**config.mk**
```make
export PLATFORM = sky130hd
export DESIGN_NAME = host_port_pin_config
export DESIGN_NICKNAME = d
export VERILOG_FILES = /design/src/common/host_port_pkg.sv /design/src/hw/gpio_pin_mux.sv /design/src/hw/host_port_pin_config.sv
export SDC_FILE = /design/constraint.sdc
export NUM_CORES = 1
export LEC_CHECK = 0
export BUFFER_PORTS_ARGS = -buffer_cell sky130_fd_sc_hd__buf_2
export CAP_MARGIN = 25
export CORE_MARGIN = 3
export CORE_UTILIZATION = 25
export CTS_CLUSTER_SIZE = 16
export DETAILED_ROUTE_END_ITERATION = 10
export SETUP_SLACK_MARGIN = 0.02
export SYNTH_ARGS = -nofsm -noshare
export SYNTH_HDL_FRONTEND = slang
export SYNTH_SLANG_ARGS = --single-unit
```
**constraint.sdc**
```tcl
create_clock -name sys_clk -period 2.65 [get_ports sys_clk]
set_input_delay 0.3975 -clock sys_clk [delete_from_list [all_inputs] [get_ports sys_clk]]
set_output_delay 0.3975 -clock sys_clk [all_outputs]
set_load 0.02 [all_outputs]
```
**src/common/host_port_pkg.sv**
```systemverilog
// Purpose: constants for the host port pin configuration block
// Assumes: AHB-Lite register access, 16 multi-function port pins
// Notes:   offsets are byte addresses, one aligned word per register
//
// Functional notes
// (RULE1) strobe polarity bit picks active level
// (RULE2) single request: push-pull or open drain
// (RULE3) double request: both requests push-pull or open-drain
// (RULE4) software writes reserved bit 7 as zero
// (RULE5) interface off makes every pin gpio
// (RULE6) single mode, both enables: ack input
// (RULE7) single mode, either enable clear: ack gpio
// (RULE8) request enable, single mode: request output
// (RULE9) request enable, double: transmit and receive requests
// (RULE10) request enable clear: both pins gpio
// (RULE11) select enable: chip select or address 10
// (RULE12) select enable clear: select pin gpio
// (RULE13) muxed mode: address 9 enable picks role
// (RULE14) address 9 enable ignored outside muxed mode
// (RULE15) muxed mode: address 8 enable picks role
// (RULE16) address 8 enable ignored outside muxed mode
// (RULE17) gpio port off disconnects gpio pins
// (RULE18) gpio port enable leaves host pins alone
// (RULE19) single strobe: direction from read/write line
// (RULE20) dual strobe: direction from active strobe
// (RULE21) muxed mode latches low address from bus
// (RULE22) dual strobe select picks strobe mode
// (RULE23) pin roles follow control bits combinationally
`default_nettype none
package host_port_pkg;

  // ==========================================================
  // register map
  localparam logic [7:0]  OFS_PIN_CTRL = 8'h00;
  localparam logic [7:0]  OFS_IF_CTRL  = 8'h04;
  localparam logic [7:0]  OFS_DIR      = 8'h08;
  localparam logic [7:0]  OFS_DATA     = 8'h0C;
  localparam logic [7:0]  OFS_STATUS   = 8'h10;
  localparam logic [1:0]  HTRANS_NSEQ  = 2'h2;

  // ==========================================================
  // reset values
  localparam logic [15:0] PIN_CTRL_RST = 16'h0000;
  localparam logic [15:0] DIR_RST      = 16'h0000;
  localparam logic [15:0] DATA_RST     = 16'h0000;
  localparam logic [0:0]  IF_CTRL_RST  = 1'h0;

  // ==========================================================
  // port_pin_control_reg fields
  localparam int B_GPIO_ON  = 0;
  localparam int B_A8_EN    = 1;
  localparam int B_A9_EN    = 2;
  localparam int B_SEL_EN   = 3;
  localparam int B_REQ_EN   = 4;
  localparam int B_ACK_EN   = 5;
  localparam int B_IF_ON    = 6;
  localparam int B_RSVD     = 7;
  localparam int B_REQ_OD   = 8;
  localparam int B_STB_POL  = 9;
  localparam int B_AS_POL   = 10;
  localparam int B_MUX      = 11;
  localparam int B_DUAL     = 12;
  localparam int B_SEL_POL  = 13;
  localparam int B_REQ_POL  = 14;
  localparam int B_ACK_POL  = 15;

  // interface_control_reg field
  localparam int B_DBL_REQ  = 0;

  // status fields
  localparam int S_ADDR     = 0;
  localparam int S_STROBE   = 4;
  localparam int S_LAST_WR  = 5;
  localparam int S_ACK      = 6;

  // ==========================================================
  // pin positions
  localparam int NPIN       = 16;
  localparam int P_AD       = 0;
  localparam int P_A0_AS    = 8;
  localparam int P_A1_A8    = 9;
  localparam int P_A2_A9    = 10;
  localparam int P_SEL_A10  = 11;
  localparam int P_STB0     = 12;
  localparam int P_STB1     = 13;
  localparam int P_REQ      = 14;
  localparam int P_ACK      = 15;

endpackage : host_port_pkg
`default_nettype wire

```
**src/hw/gpio_pin_mux.sv**
```systemverilog
// Purpose: per-pin choice between host function and gpio
// Assumes: host_role bit high means the pin serves the host port
// Notes:   no high-impedance value here, only output enables
`timescale 1ns/1ps
`default_nettype none
module gpio_pin_mux
  import host_port_pkg::*;
(
  input  wire logic [NPIN-1:0] host_role,
  input  wire logic [NPIN-1:0] host_out,
  input  wire logic [NPIN-1:0] host_oe,
  input  wire logic            port_on,
  input  wire logic [NPIN-1:0] dir,
  input  wire logic [NPIN-1:0] data,
  input  wire logic [NPIN-1:0] pin_in,
  output logic      [NPIN-1:0] pin_out,
  output logic      [NPIN-1:0] pin_oe,
  output logic      [NPIN-1:0] gpio_in
);

  // ==========================================================
  // selection
  wire [NPIN-1:0] gpio_live = ~host_role & {NPIN{port_on}}; // [RULE17]

  // host pins ignore port_on entirely
  assign pin_oe  = (host_role & host_oe) | (gpio_live & dir); // [RULE18]
  assign pin_out = (host_role & host_out) | (~host_role & data);
  // disconnected inputs read as zero, not as floating pins
  assign gpio_in = pin_in & gpio_live; // [RULE17]

endmodule : gpio_pin_mux
`default_nettype wire

```
**src/hw/host_port_pin_config.sv**
```systemverilog
// Purpose: pin role selection and access qualification of host port
// Assumes: pins synchronous to sys_clk, single AHB-Lite slave
// Notes:   zero wait state slave, response always OKAY
`timescale 1ns/1ps
`default_nettype none
module host_port_pin_config
  import host_port_pkg::*;
(
  input  wire logic            sys_clk,
  input  wire logic            arst_n,
  input  wire logic            hsel,
  input  wire logic [31:0]     haddr,
  input  wire logic [1:0]      htrans,
  input  wire logic            hwrite,
  input  wire logic [2:0]      hsize,
  input  wire logic [31:0]     hwdata,
  input  wire logic            hready,
  output logic                 hreadyout,
  output logic                 hresp,
  output logic      [31:0]     hrdata,
  input  wire logic [NPIN-1:0] pin_in,
  output logic      [NPIN-1:0] pin_out,
  output logic      [NPIN-1:0] pin_oe,
  input  wire logic            tx_req,
  input  wire logic            rx_req,
  input  wire logic [7:0]      host_rdata,
  output logic                 host_ack,
  output logic                 host_rd_pulse,
  output logic                 host_wr_pulse,
  output logic      [2:0]      host_addr,
  output logic      [2:0]      host_hi_addr,
  output logic      [7:0]      host_wdata
);

  // ==========================================================
  // helpers
  function automatic logic act_level(input logic lvl, input logic pol);
    act_level = pol ? lvl : ~lvl;
  endfunction : act_level

  // returns {oe, out}; open drain only ever pulls low
  function automatic logic [1:0] drive_req(input logic src,
                                           input logic pol,
                                           input logic od);
    logic lvl;
    lvl = act_level(src, pol);
    drive_req = od ? {~lvl, 1'b0} : {1'b1, lvl};
  endfunction : drive_req

  // ==========================================================
  // reset release
  logic rst_meta_q;
  logic rst_n;

  always_ff @(posedge sys_clk or negedge arst_n) begin
    if (!arst_n) begin
      rst_meta_q <= 1'b0;
      rst_n      <= 1'b0;
    end else begin
      rst_meta_q <= 1'b1;
      rst_n      <= rst_meta_q;
    end
  end

  // ==========================================================
  // AHB-Lite slave
  logic        wen_q;
  logic [7:0]  aoff_q;
  logic [15:0] ctrl_q;
  logic [0:0]  ifc_q;
  logic [15:0] dir_q;
  logic [15:0] data_q;

  wire addr_ph = hsel & htrans[1] & hready;

  assign hreadyout = 1'b1;
  assign hresp     = 1'b0;

  always_ff @(posedge sys_clk or negedge rst_n) begin
    if (!rst_n) begin
      wen_q  <= 1'b0;
      aoff_q <= 8'h00;
    end else if (hready) begin
      wen_q  <= addr_ph & hwrite;
      aoff_q <= haddr[7:0];
    end
  end

  wire wr_ctrl = wen_q & (aoff_q == OFS_PIN_CTRL);
  wire wr_ifc  = wen_q & (aoff_q == OFS_IF_CTRL);
  wire wr_dir  = wen_q & (aoff_q == OFS_DIR);
  wire wr_data = wen_q & (aoff_q == OFS_DATA);

  // reserved bit stored as written; software keeps it zero [RULE4]
  always_ff @(posedge sys_clk or negedge rst_n) begin
    if (!rst_n) begin
      ctrl_q <= PIN_CTRL_RST;
      ifc_q  <= IF_CTRL_RST;
      dir_q  <= DIR_RST;
      data_q <= DATA_RST;
    end else begin
      if (wr_ctrl) ctrl_q <= hwdata[15:0];
      if (wr_ifc)  ifc_q  <= hwdata[B_DBL_REQ];
      if (wr_dir)  dir_q  <= hwdata[15:0];
      if (wr_data) data_q <= hwdata[15:0];
    end
  end

  // ==========================================================
  // control fields
  wire if_on   = ctrl_q[B_IF_ON];
  wire port_on = ctrl_q[B_GPIO_ON];
  wire req_en  = ctrl_q[B_REQ_EN];
  wire ack_en  = ctrl_q[B_ACK_EN];
  wire sel_en  = ctrl_q[B_SEL_EN];
  wire a9_en   = ctrl_q[B_A9_EN];
  wire a8_en   = ctrl_q[B_A8_EN];
  wire req_od  = ctrl_q[B_REQ_OD];
  wire stb_pol = ctrl_q[B_STB_POL];
  wire mux     = ctrl_q[B_MUX];
  wire dual    = ctrl_q[B_DUAL];
  wire dbl     = ifc_q[B_DBL_REQ];

  // ==========================================================
  // pin roles, straight from the register bits [RULE23]
  wire role_req = if_on & req_en; // [RULE8] [RULE9] [RULE10]
  // double mode ignores the ack enable [RULE6] [RULE7]
  wire role_ack = if_on & req_en & (dbl | ack_en);
  wire role_sel = if_on & sel_en; // [RULE11] [RULE12]
  // address enables only count in muxed mode [RULE14] [RULE16]
  wire role_a9  = if_on & (~mux | a9_en); // [RULE13]
  wire role_a8  = if_on & (~mux | a8_en); // [RULE15]

  // interface off leaves nothing to the host [RULE5]
  wire [NPIN-1:0] host_role = {role_ack, role_req, if_on, if_on,
                               role_sel, role_a9, role_a8, if_on,
                               {8{if_on}}};

  // ==========================================================
  // access qualification
  wire as_act = mux & act_level(pin_in[P_A0_AS], ctrl_q[B_AS_POL]);
  wire cs_act = act_level(pin_in[P_SEL_A10], ctrl_q[B_SEL_POL]);
  // muxed bus carries no chip select; the pin is address 10 there
  wire sel    = ~role_sel | mux | cs_act; // [RULE11]
  wire stb0   = act_level(pin_in[P_STB0], stb_pol); // [RULE1]
  wire stb1   = act_level(pin_in[P_STB1], stb_pol); // [RULE1]
  wire rw_hi  = pin_in[P_STB1];

  // single: one strobe plus read/write line [RULE19] [RULE22]
  // dual: the active strobe is the direction [RULE20] [RULE22]
  wire rd_act = if_on & sel & (dual ? stb0 : stb0 & rw_hi);
  wire wr_act = if_on & sel & (dual ? stb1 : stb0 & ~rw_hi);

  // ==========================================================
  // access state
  logic       rd_q;
  logic       wr_q;
  logic       last_wr_q;
  logic [2:0] lat_q;
  logic [7:0] rdata_q;
  logic       ack_q;
  logic       rdp_q;
  logic       wrp_q;
  logic [2:0] addr_q;
  logic [2:0] hi_q;
  logic [7:0] wdata_q;

  wire [2:0] addr_d = mux ? lat_q : pin_in[P_A2_A9:P_A0_AS]; // [RULE21]
  wire [2:0] hi_d   = {pin_in[P_SEL_A10] & role_sel & mux,
                       pin_in[P_A2_A9] & role_a9 & mux,
                       pin_in[P_A1_A8] & role_a8 & mux};
  wire ack_d = role_ack & ~dbl
             & act_level(pin_in[P_ACK], ctrl_q[B_ACK_POL]); // [RULE6]

  always_ff @(posedge sys_clk or negedge rst_n) begin
    if (!rst_n) begin
      rd_q      <= 1'b0;
      wr_q      <= 1'b0;
      last_wr_q <= 1'b0;
      lat_q     <= 3'h0;
      rdata_q   <= 8'h00;
      ack_q     <= 1'b0;
      rdp_q     <= 1'b0;
      wrp_q     <= 1'b0;
      addr_q    <= 3'h0;
      hi_q      <= 3'h0;
      wdata_q   <= 8'h00;
    end else begin
      rd_q    <= rd_act;
      wr_q    <= wr_act;
      rdp_q   <= rd_act & ~rd_q;
      // write pulse follows the trailing edge of the strobe; write data is sampled while the strobe is active
      wrp_q   <= wr_q & ~wr_act;
      ack_q   <= ack_d;
      addr_q  <= addr_d;
      hi_q    <= hi_d;
      rdata_q <= host_rdata;
      if (as_act) lat_q <= pin_in[2:0]; // [RULE21]
      if (wr_act) wdata_q <= pin_in[P_AD+7:P_AD];
      if (rd_act | wr_act) last_wr_q <= wr_act;
    end
  end

  assign host_ack      = ack_q;
  assign host_rd_pulse = rdp_q;
  assign host_wr_pulse = wrp_q;
  assign host_addr     = addr_q;
  assign host_hi_addr  = hi_q;
  assign host_wdata    = wdata_q;

  // ==========================================================
  // host-driven pins
  wire       req_src = dbl ? tx_req : (tx_req | rx_req);
  wire [1:0] req_drv = drive_req(req_src, ctrl_q[B_REQ_POL],
                                 req_od); // [RULE2] [RULE3]
  wire [1:0] rrq_drv = drive_req(rx_req, ctrl_q[B_REQ_POL],
                                 req_od); // [RULE3]
  // ack pin drives only as receive request in double mode [RULE9]
  wire       ack_oe  = dbl & rrq_drv[1];

  wire [NPIN-1:0] host_oe  = {ack_oe, req_drv[1], 6'h00,
                              {8{rd_q}}};
  wire [NPIN-1:0] host_out = {rrq_drv[0], req_drv[0], 6'h00,
                              rdata_q};

  logic [NPIN-1:0] gpio_in;

  gpio_pin_mux u_pin_mux (
    .host_role (host_role),
    .host_out  (host_out),
    .host_oe   (host_oe),
    .port_on   (port_on),
    .dir       (dir_q),
    .data      (data_q),
    .pin_in    (pin_in),
    .pin_out   (pin_out),
    .pin_oe    (pin_oe),
    .gpio_in   (gpio_in)
  );

  // ==========================================================
  // read data
  wire [15:0] data_rd = (gpio_in & ~dir_q) | (data_q & dir_q);
  wire [15:0] stat_rd = {9'h000, ack_q, last_wr_q, rd_q | wr_q,
                         1'b0, lat_q};

  assign hrdata = (aoff_q == OFS_PIN_CTRL) ? {16'h0000, ctrl_q} :
                  (aoff_q == OFS_IF_CTRL)  ? {31'h00000000, ifc_q} :
                  (aoff_q == OFS_DIR)      ? {16'h0000, dir_q} :
                  (aoff_q == OFS_DATA)     ? {16'h0000, data_rd} :
                  (aoff_q == OFS_STATUS)   ? {16'h0000, stat_rd} :
                  32'h00000000;

  // ==========================================================
  // checks
  property p_req_push;
    @(posedge sys_clk) disable iff (!rst_n)
      (if_on && req_en && !req_od) |-> pin_oe[P_REQ];
  endproperty
  a_req_push: assert property (p_req_push) // [RULE2]
    else $error("request pin not driven in push-pull");

  property p_req_od;
    @(posedge sys_clk) disable iff (!rst_n)
      (if_on && req_en && req_od)
        |-> !(pin_oe[P_REQ] && pin_out[P_REQ]);
  endproperty
  a_req_od: assert property (p_req_od) // [RULE2]
    else $error("open-drain request drove high");

  property p_dbl_rrq;
    @(posedge sys_clk) disable iff (!rst_n)
      (if_on && req_en && dbl && !req_od)
        |-> (pin_oe[P_ACK] && pin_out[P_ACK] ==
             act_level(rx_req, ctrl_q[B_REQ_POL]));
  endproperty
  a_dbl_rrq: assert property (p_dbl_rrq) // [RULE3]
    else $error("receive request output wrong");

  property p_ack_in;
    @(posedge sys_clk) disable iff (!rst_n)
      (if_on && req_en && !dbl && ack_en &&
       pin_in[P_ACK] == ctrl_q[B_ACK_POL])
        |=> (host_ack && !pin_oe[P_ACK]);
  endproperty
  a_ack_in: assert property (p_ack_in) // [RULE6]
    else $error("acknowledge input not seen");

  property p_if_off;
    @(posedge sys_clk) disable iff (!rst_n)
      !if_on |-> (host_role == 16'h0000 && !host_rd_pulse ##1
                  !host_wr_pulse || if_on);
  endproperty
  a_if_off: assert property (p_if_off) // [RULE5]
    else $error("host function active with interface off");

  property p_a9_nomux;
    @(posedge sys_clk) disable iff (!rst_n)
      (if_on && !mux) |-> (host_role[P_A2_A9] && host_role[P_A1_A8]);
  endproperty
  a_a9_nomux: assert property (p_a9_nomux) // [RULE14]
    else $error("address enable honoured outside muxed mode");

  property p_gpio_off;
    @(posedge sys_clk) disable iff (!rst_n)
      !port_on |-> ((pin_oe & ~host_role) == 16'h0000);
  endproperty
  a_gpio_off: assert property (p_gpio_off) // [RULE17]
    else $error("disconnected gpio pin driven");

  property p_wr_end;
    @(posedge sys_clk) disable iff (!rst_n)
      (if_on && dual && sel && stb1) ##1 !wr_act |=> host_wr_pulse;
  endproperty
  a_wr_end: assert property (p_wr_end) // [RULE20]
    else $error("dual strobe write not reported");

  property p_mux_latch;
    @(posedge sys_clk) disable iff (!rst_n)
      as_act |=> ##1 (!mux || host_addr == $past(pin_in[2:0], 2)
                      || $past(as_act));
  endproperty
  a_mux_latch: assert property (p_mux_latch) // [RULE21]
    else $error("muxed address not latched");

  property p_ctrl_apply;
    @(posedge sys_clk) disable iff (!rst_n)
      (addr_ph && hwrite && haddr[7:0] == OFS_PIN_CTRL)
        ##1 !hwdata[B_IF_ON] |=> (host_role == 16'h0000);
  endproperty
  a_ctrl_apply: assert property (p_ctrl_apply) // [RULE23]
    else $error("control write did not change pin roles");

endmodule : host_port_pin_config
`default_nettype wire

```
==> impl_metrics.toml <==
[worst_setup_path]
rrSetupSlack_ns = 0.37
r2r-start = "aoff_q[0]$_DFFE_PN0P_"
worst-r2r-cell-count = 6
arrival_ns = 2.19
slowest_delay_ns = 0.53
required_ns = 2.25
worstSetupEndpointType = "output pin"
cp-start-kind = "flip-flop"
crit_path_cell_trace = "or4_4 > or2_4 > nor2_4 > buf_6 > a22o_1 > buf_4"
worst-setup-path-type = "flip-flop to output pin"
crit_path_top_delay_cell = "or4_4"
crit_path_max_fanout = 7
r2r_end = "dir_q[14]$_DFFE_PN0P_"

[sta]
maxSlewHeadroom_pct = 60.9
rsz0062_at_grt = "yes"
fin_skew_ns = 0.00891
worst_slack_ns = 0.0655
finalCritPeriodShare_pct = 97.5
fmax_mhz = 387
setup_viol = 0
drv_slew = 0
finalCriticalPeriod_ns = 2.58
tns_ns = 0
tightest_slew_ns = 0.587
whs_ns = 0.148
finalHoldViolCount = 0

[synthesis]
synth_cell_types = 46
synth-seq-cells = 91
yosysWarnings = 0
synth_edf_count = 0
synth_top_area_share_pct = 50.8
synth_area_leaders = "dfrtp_1 51%, mux2_2 17%, buf_4 3.5%"
synth.most_common_cell = "dfrtp_1"
yosysTopAreaCell = "dfrtp_1"
synthArstFlopShare_pct = 100
syn_inst = 376
synth_seq_area_share_pct = 50.8
synthTopCellsByCount = "91 x dfrtp_1, 67 x mux2_2, 21 x buf_4, 20 x nand2_1, 14 x clkbuf_1"
synth_area_um2 = 4480
avgSynthCellArea_um2 = 11.9
ys.flop_type = "dfrtp_1"

[final_layout]
antennaDiodeCount = 0
layout-drive-gt1-share_pct = 48.0
nets = 599
final-instance-count-excl-fill = 727
syn_to_final_growth_pct = 27.3
final_area_um2 = 5710
fin_util_pct = 32.8

[drt]
route.vias.total = 3436
drc = 0
routed_wirelength_um = 13500
avgRoutedWirePerCell_um = 18.6
via_per_inst = 4.73
dr.pass1.iters = 4
ant_nets = 0
drtIter0Drc = 226

[worst_hold_path]
hold_class = "input port to flip-flop"
min_from = "host_rdata[0]"
worst_hold_path.endpoint = "rdata_q[0]$_DFF_PN0_"
hold-path-cell-count = 1

[global_route]
grt_usage_pct = 14.0
busiest_layer = "met2"
grt_start_max_net_pins = 50
gr-total-overflow = 0
grt_pass1_vias = 3736
grt_pass1_wl_um = 21100
antenna_found_initial = 0
grt_util_met1_pct = 17.1
met2_usage_pct = 23.0
gr-usage-met3_pct = 5.09

[floorplanning]
initial_core_util_pct = 25.7
rows = 48
die_h_um = 140
dieArea_um2 = 19600
fp.dieW_um = 140
coreArea_um2 = 17400
ios = 183

[cts]
cts-root-buf = "clkbuf_16"
cts.clk_slew.worst_paths_ns = 0.07
worstSkewPairLatency_ns = 0.35
clock-sinks = 91
cts_max_level = 3
cts.path.max_buffers = 2
cts_tree = "built"
cts_setup_buffers = 0
numCtsBuffers = 9

[power_and_ir_drop]
p_per_area_nw_per_um2 = 659
total_power_mw = 3.76
irDropWorstVdd_uv = 302
p_leak_nw = 2.84

[place]
port_buffers = 120
place_area_um2 = 5290
post-place-ws_ns = 0.360
place_inst = 711
routabilityCongestion = 0.800
dp_hpwl_um = 10200

[flow_run]
cap_violations = 0

[status]
status = "finished, final reports clean"
[layer usage]
metal,routed length [um],vias up
met1,5590,1738
met2,6660,126
met3,1040,17
met5,0,-
li1,-,1555
met4,251,0
[cell type report]
class	count	area (um2)
fillers	1778	11700
flip-flops and latches	91	2280
multi-input cells	250	2000
repair buffers	135	761
well taps	225	282
clock buffers	10	239
clock inverters	4	98.8
inverters	12	45.0
[sequential cells by signal, indices dropped and copies added, names as in the netlist]
| register | flops |
|---|---|
| aoff_q | 8 |
| ctrl_q | 16 |
| data_q | 16 |
| dbl | 1 |
| dir_q | 16 |
| host_ack | 1 |
| host_addr | 3 |
| host_hi_addr | 3 |
| host_rd_pulse | 1 |
| host_wdata | 8 |
| host_wr_pulse | 1 |
| last_wr_q | 1 |
| lat_q | 3 |
| rd_q | 1 |
| rdata_q | 8 |
| rst_meta_q | 1 |
| rst_n | 1 |
| wen_q | 1 |
| wr_q | 1 |
[critical path: cells and delay by family (launching register included)]
kind	cells	cell delay, ns
buffers and inverters	2	0.32
AND/OR/NAND/NOR	3	0.95
AO/OA/AOI/OAI	1	0.18
flip-flops	1	0.37
[placed cells by master (no fill, tap or decap), drive strengths merged, types with 2 or more instances in the layout]
cell      n
o21ai    12
a22o     11
dfrtp    91
nand2b    2
buf     134
and2      9
inv      13
and4b     2
nand2    20
and4      3
and3      3
mux2     77
nand4     2
a31o      4
clkbuf   10
nor2     13
a221oi    4
conb     19
a21oi    13
a21o     10
bufinv    3
or3       3
nor2b     4
xnor2     6
a32o      3
nand3b    5
a31oi    11
[worst max-delay path by stage]
| stage | startpoint | to | slack [ns] | depth (start not counted) |
|---|---|---|---|---|
| 4_1_cts | aoff_q[2]$_DFFE_PN0P_ | hrdata[13] | 0.03 | 5 |
| 3_3_place_gp | aoff_q[0]$_DFFE_PN0P_ | hrdata[2] | 0.36 | 6 |
| 6_report | aoff_q[0]$_DFFE_PN0P_ | hrdata[2] | 0.07 | 6 |
| 3_5_place_dp | aoff_q[0]$_DFFE_PN0P_ | hrdata[1] | 0.36 | 6 |
| 2_1_floorplan | aoff_q[0]$_DFFE_PN0P_ | hrdata[10] | 0.31 | 5 |
| 5_1_grt | aoff_q[0]$_DFFE_PN0P_ | hrdata[2] | 0.01 | 6 |
[logic make-up after synthesis]
group                  after synthesis  synth area share [%]
other                                2                 0.168
AND/OR/NAND/NOR                     72                  9.10
buffers and inverters               52                  6.67
AO/OA/AOI/OAI                       74                  11.5
XOR/XNOR                             7                  1.37
multiplexers                        78                  20.4
flip-flops                          91                  50.8
[report_power, final]
part	leakage (nW)	total (mW)	switching [mW]	internal [mW]
registers	1.11	1.66	0.134	1.52
clock network	0.165	1.48	0.536	0.940
logic	1.56	0.625	0.350	0.275
[timing repair]
action | CTS | global route
setup endpoints to repair | 9 | 16
gates cloned | 1 | 0
pin swaps | 1 | 0
endpoints found under the hold margin | 2 | 0
gates resized for setup | 5 | 18
hold buffers | 1 | 0
Power figures use the tool's default switching activity.
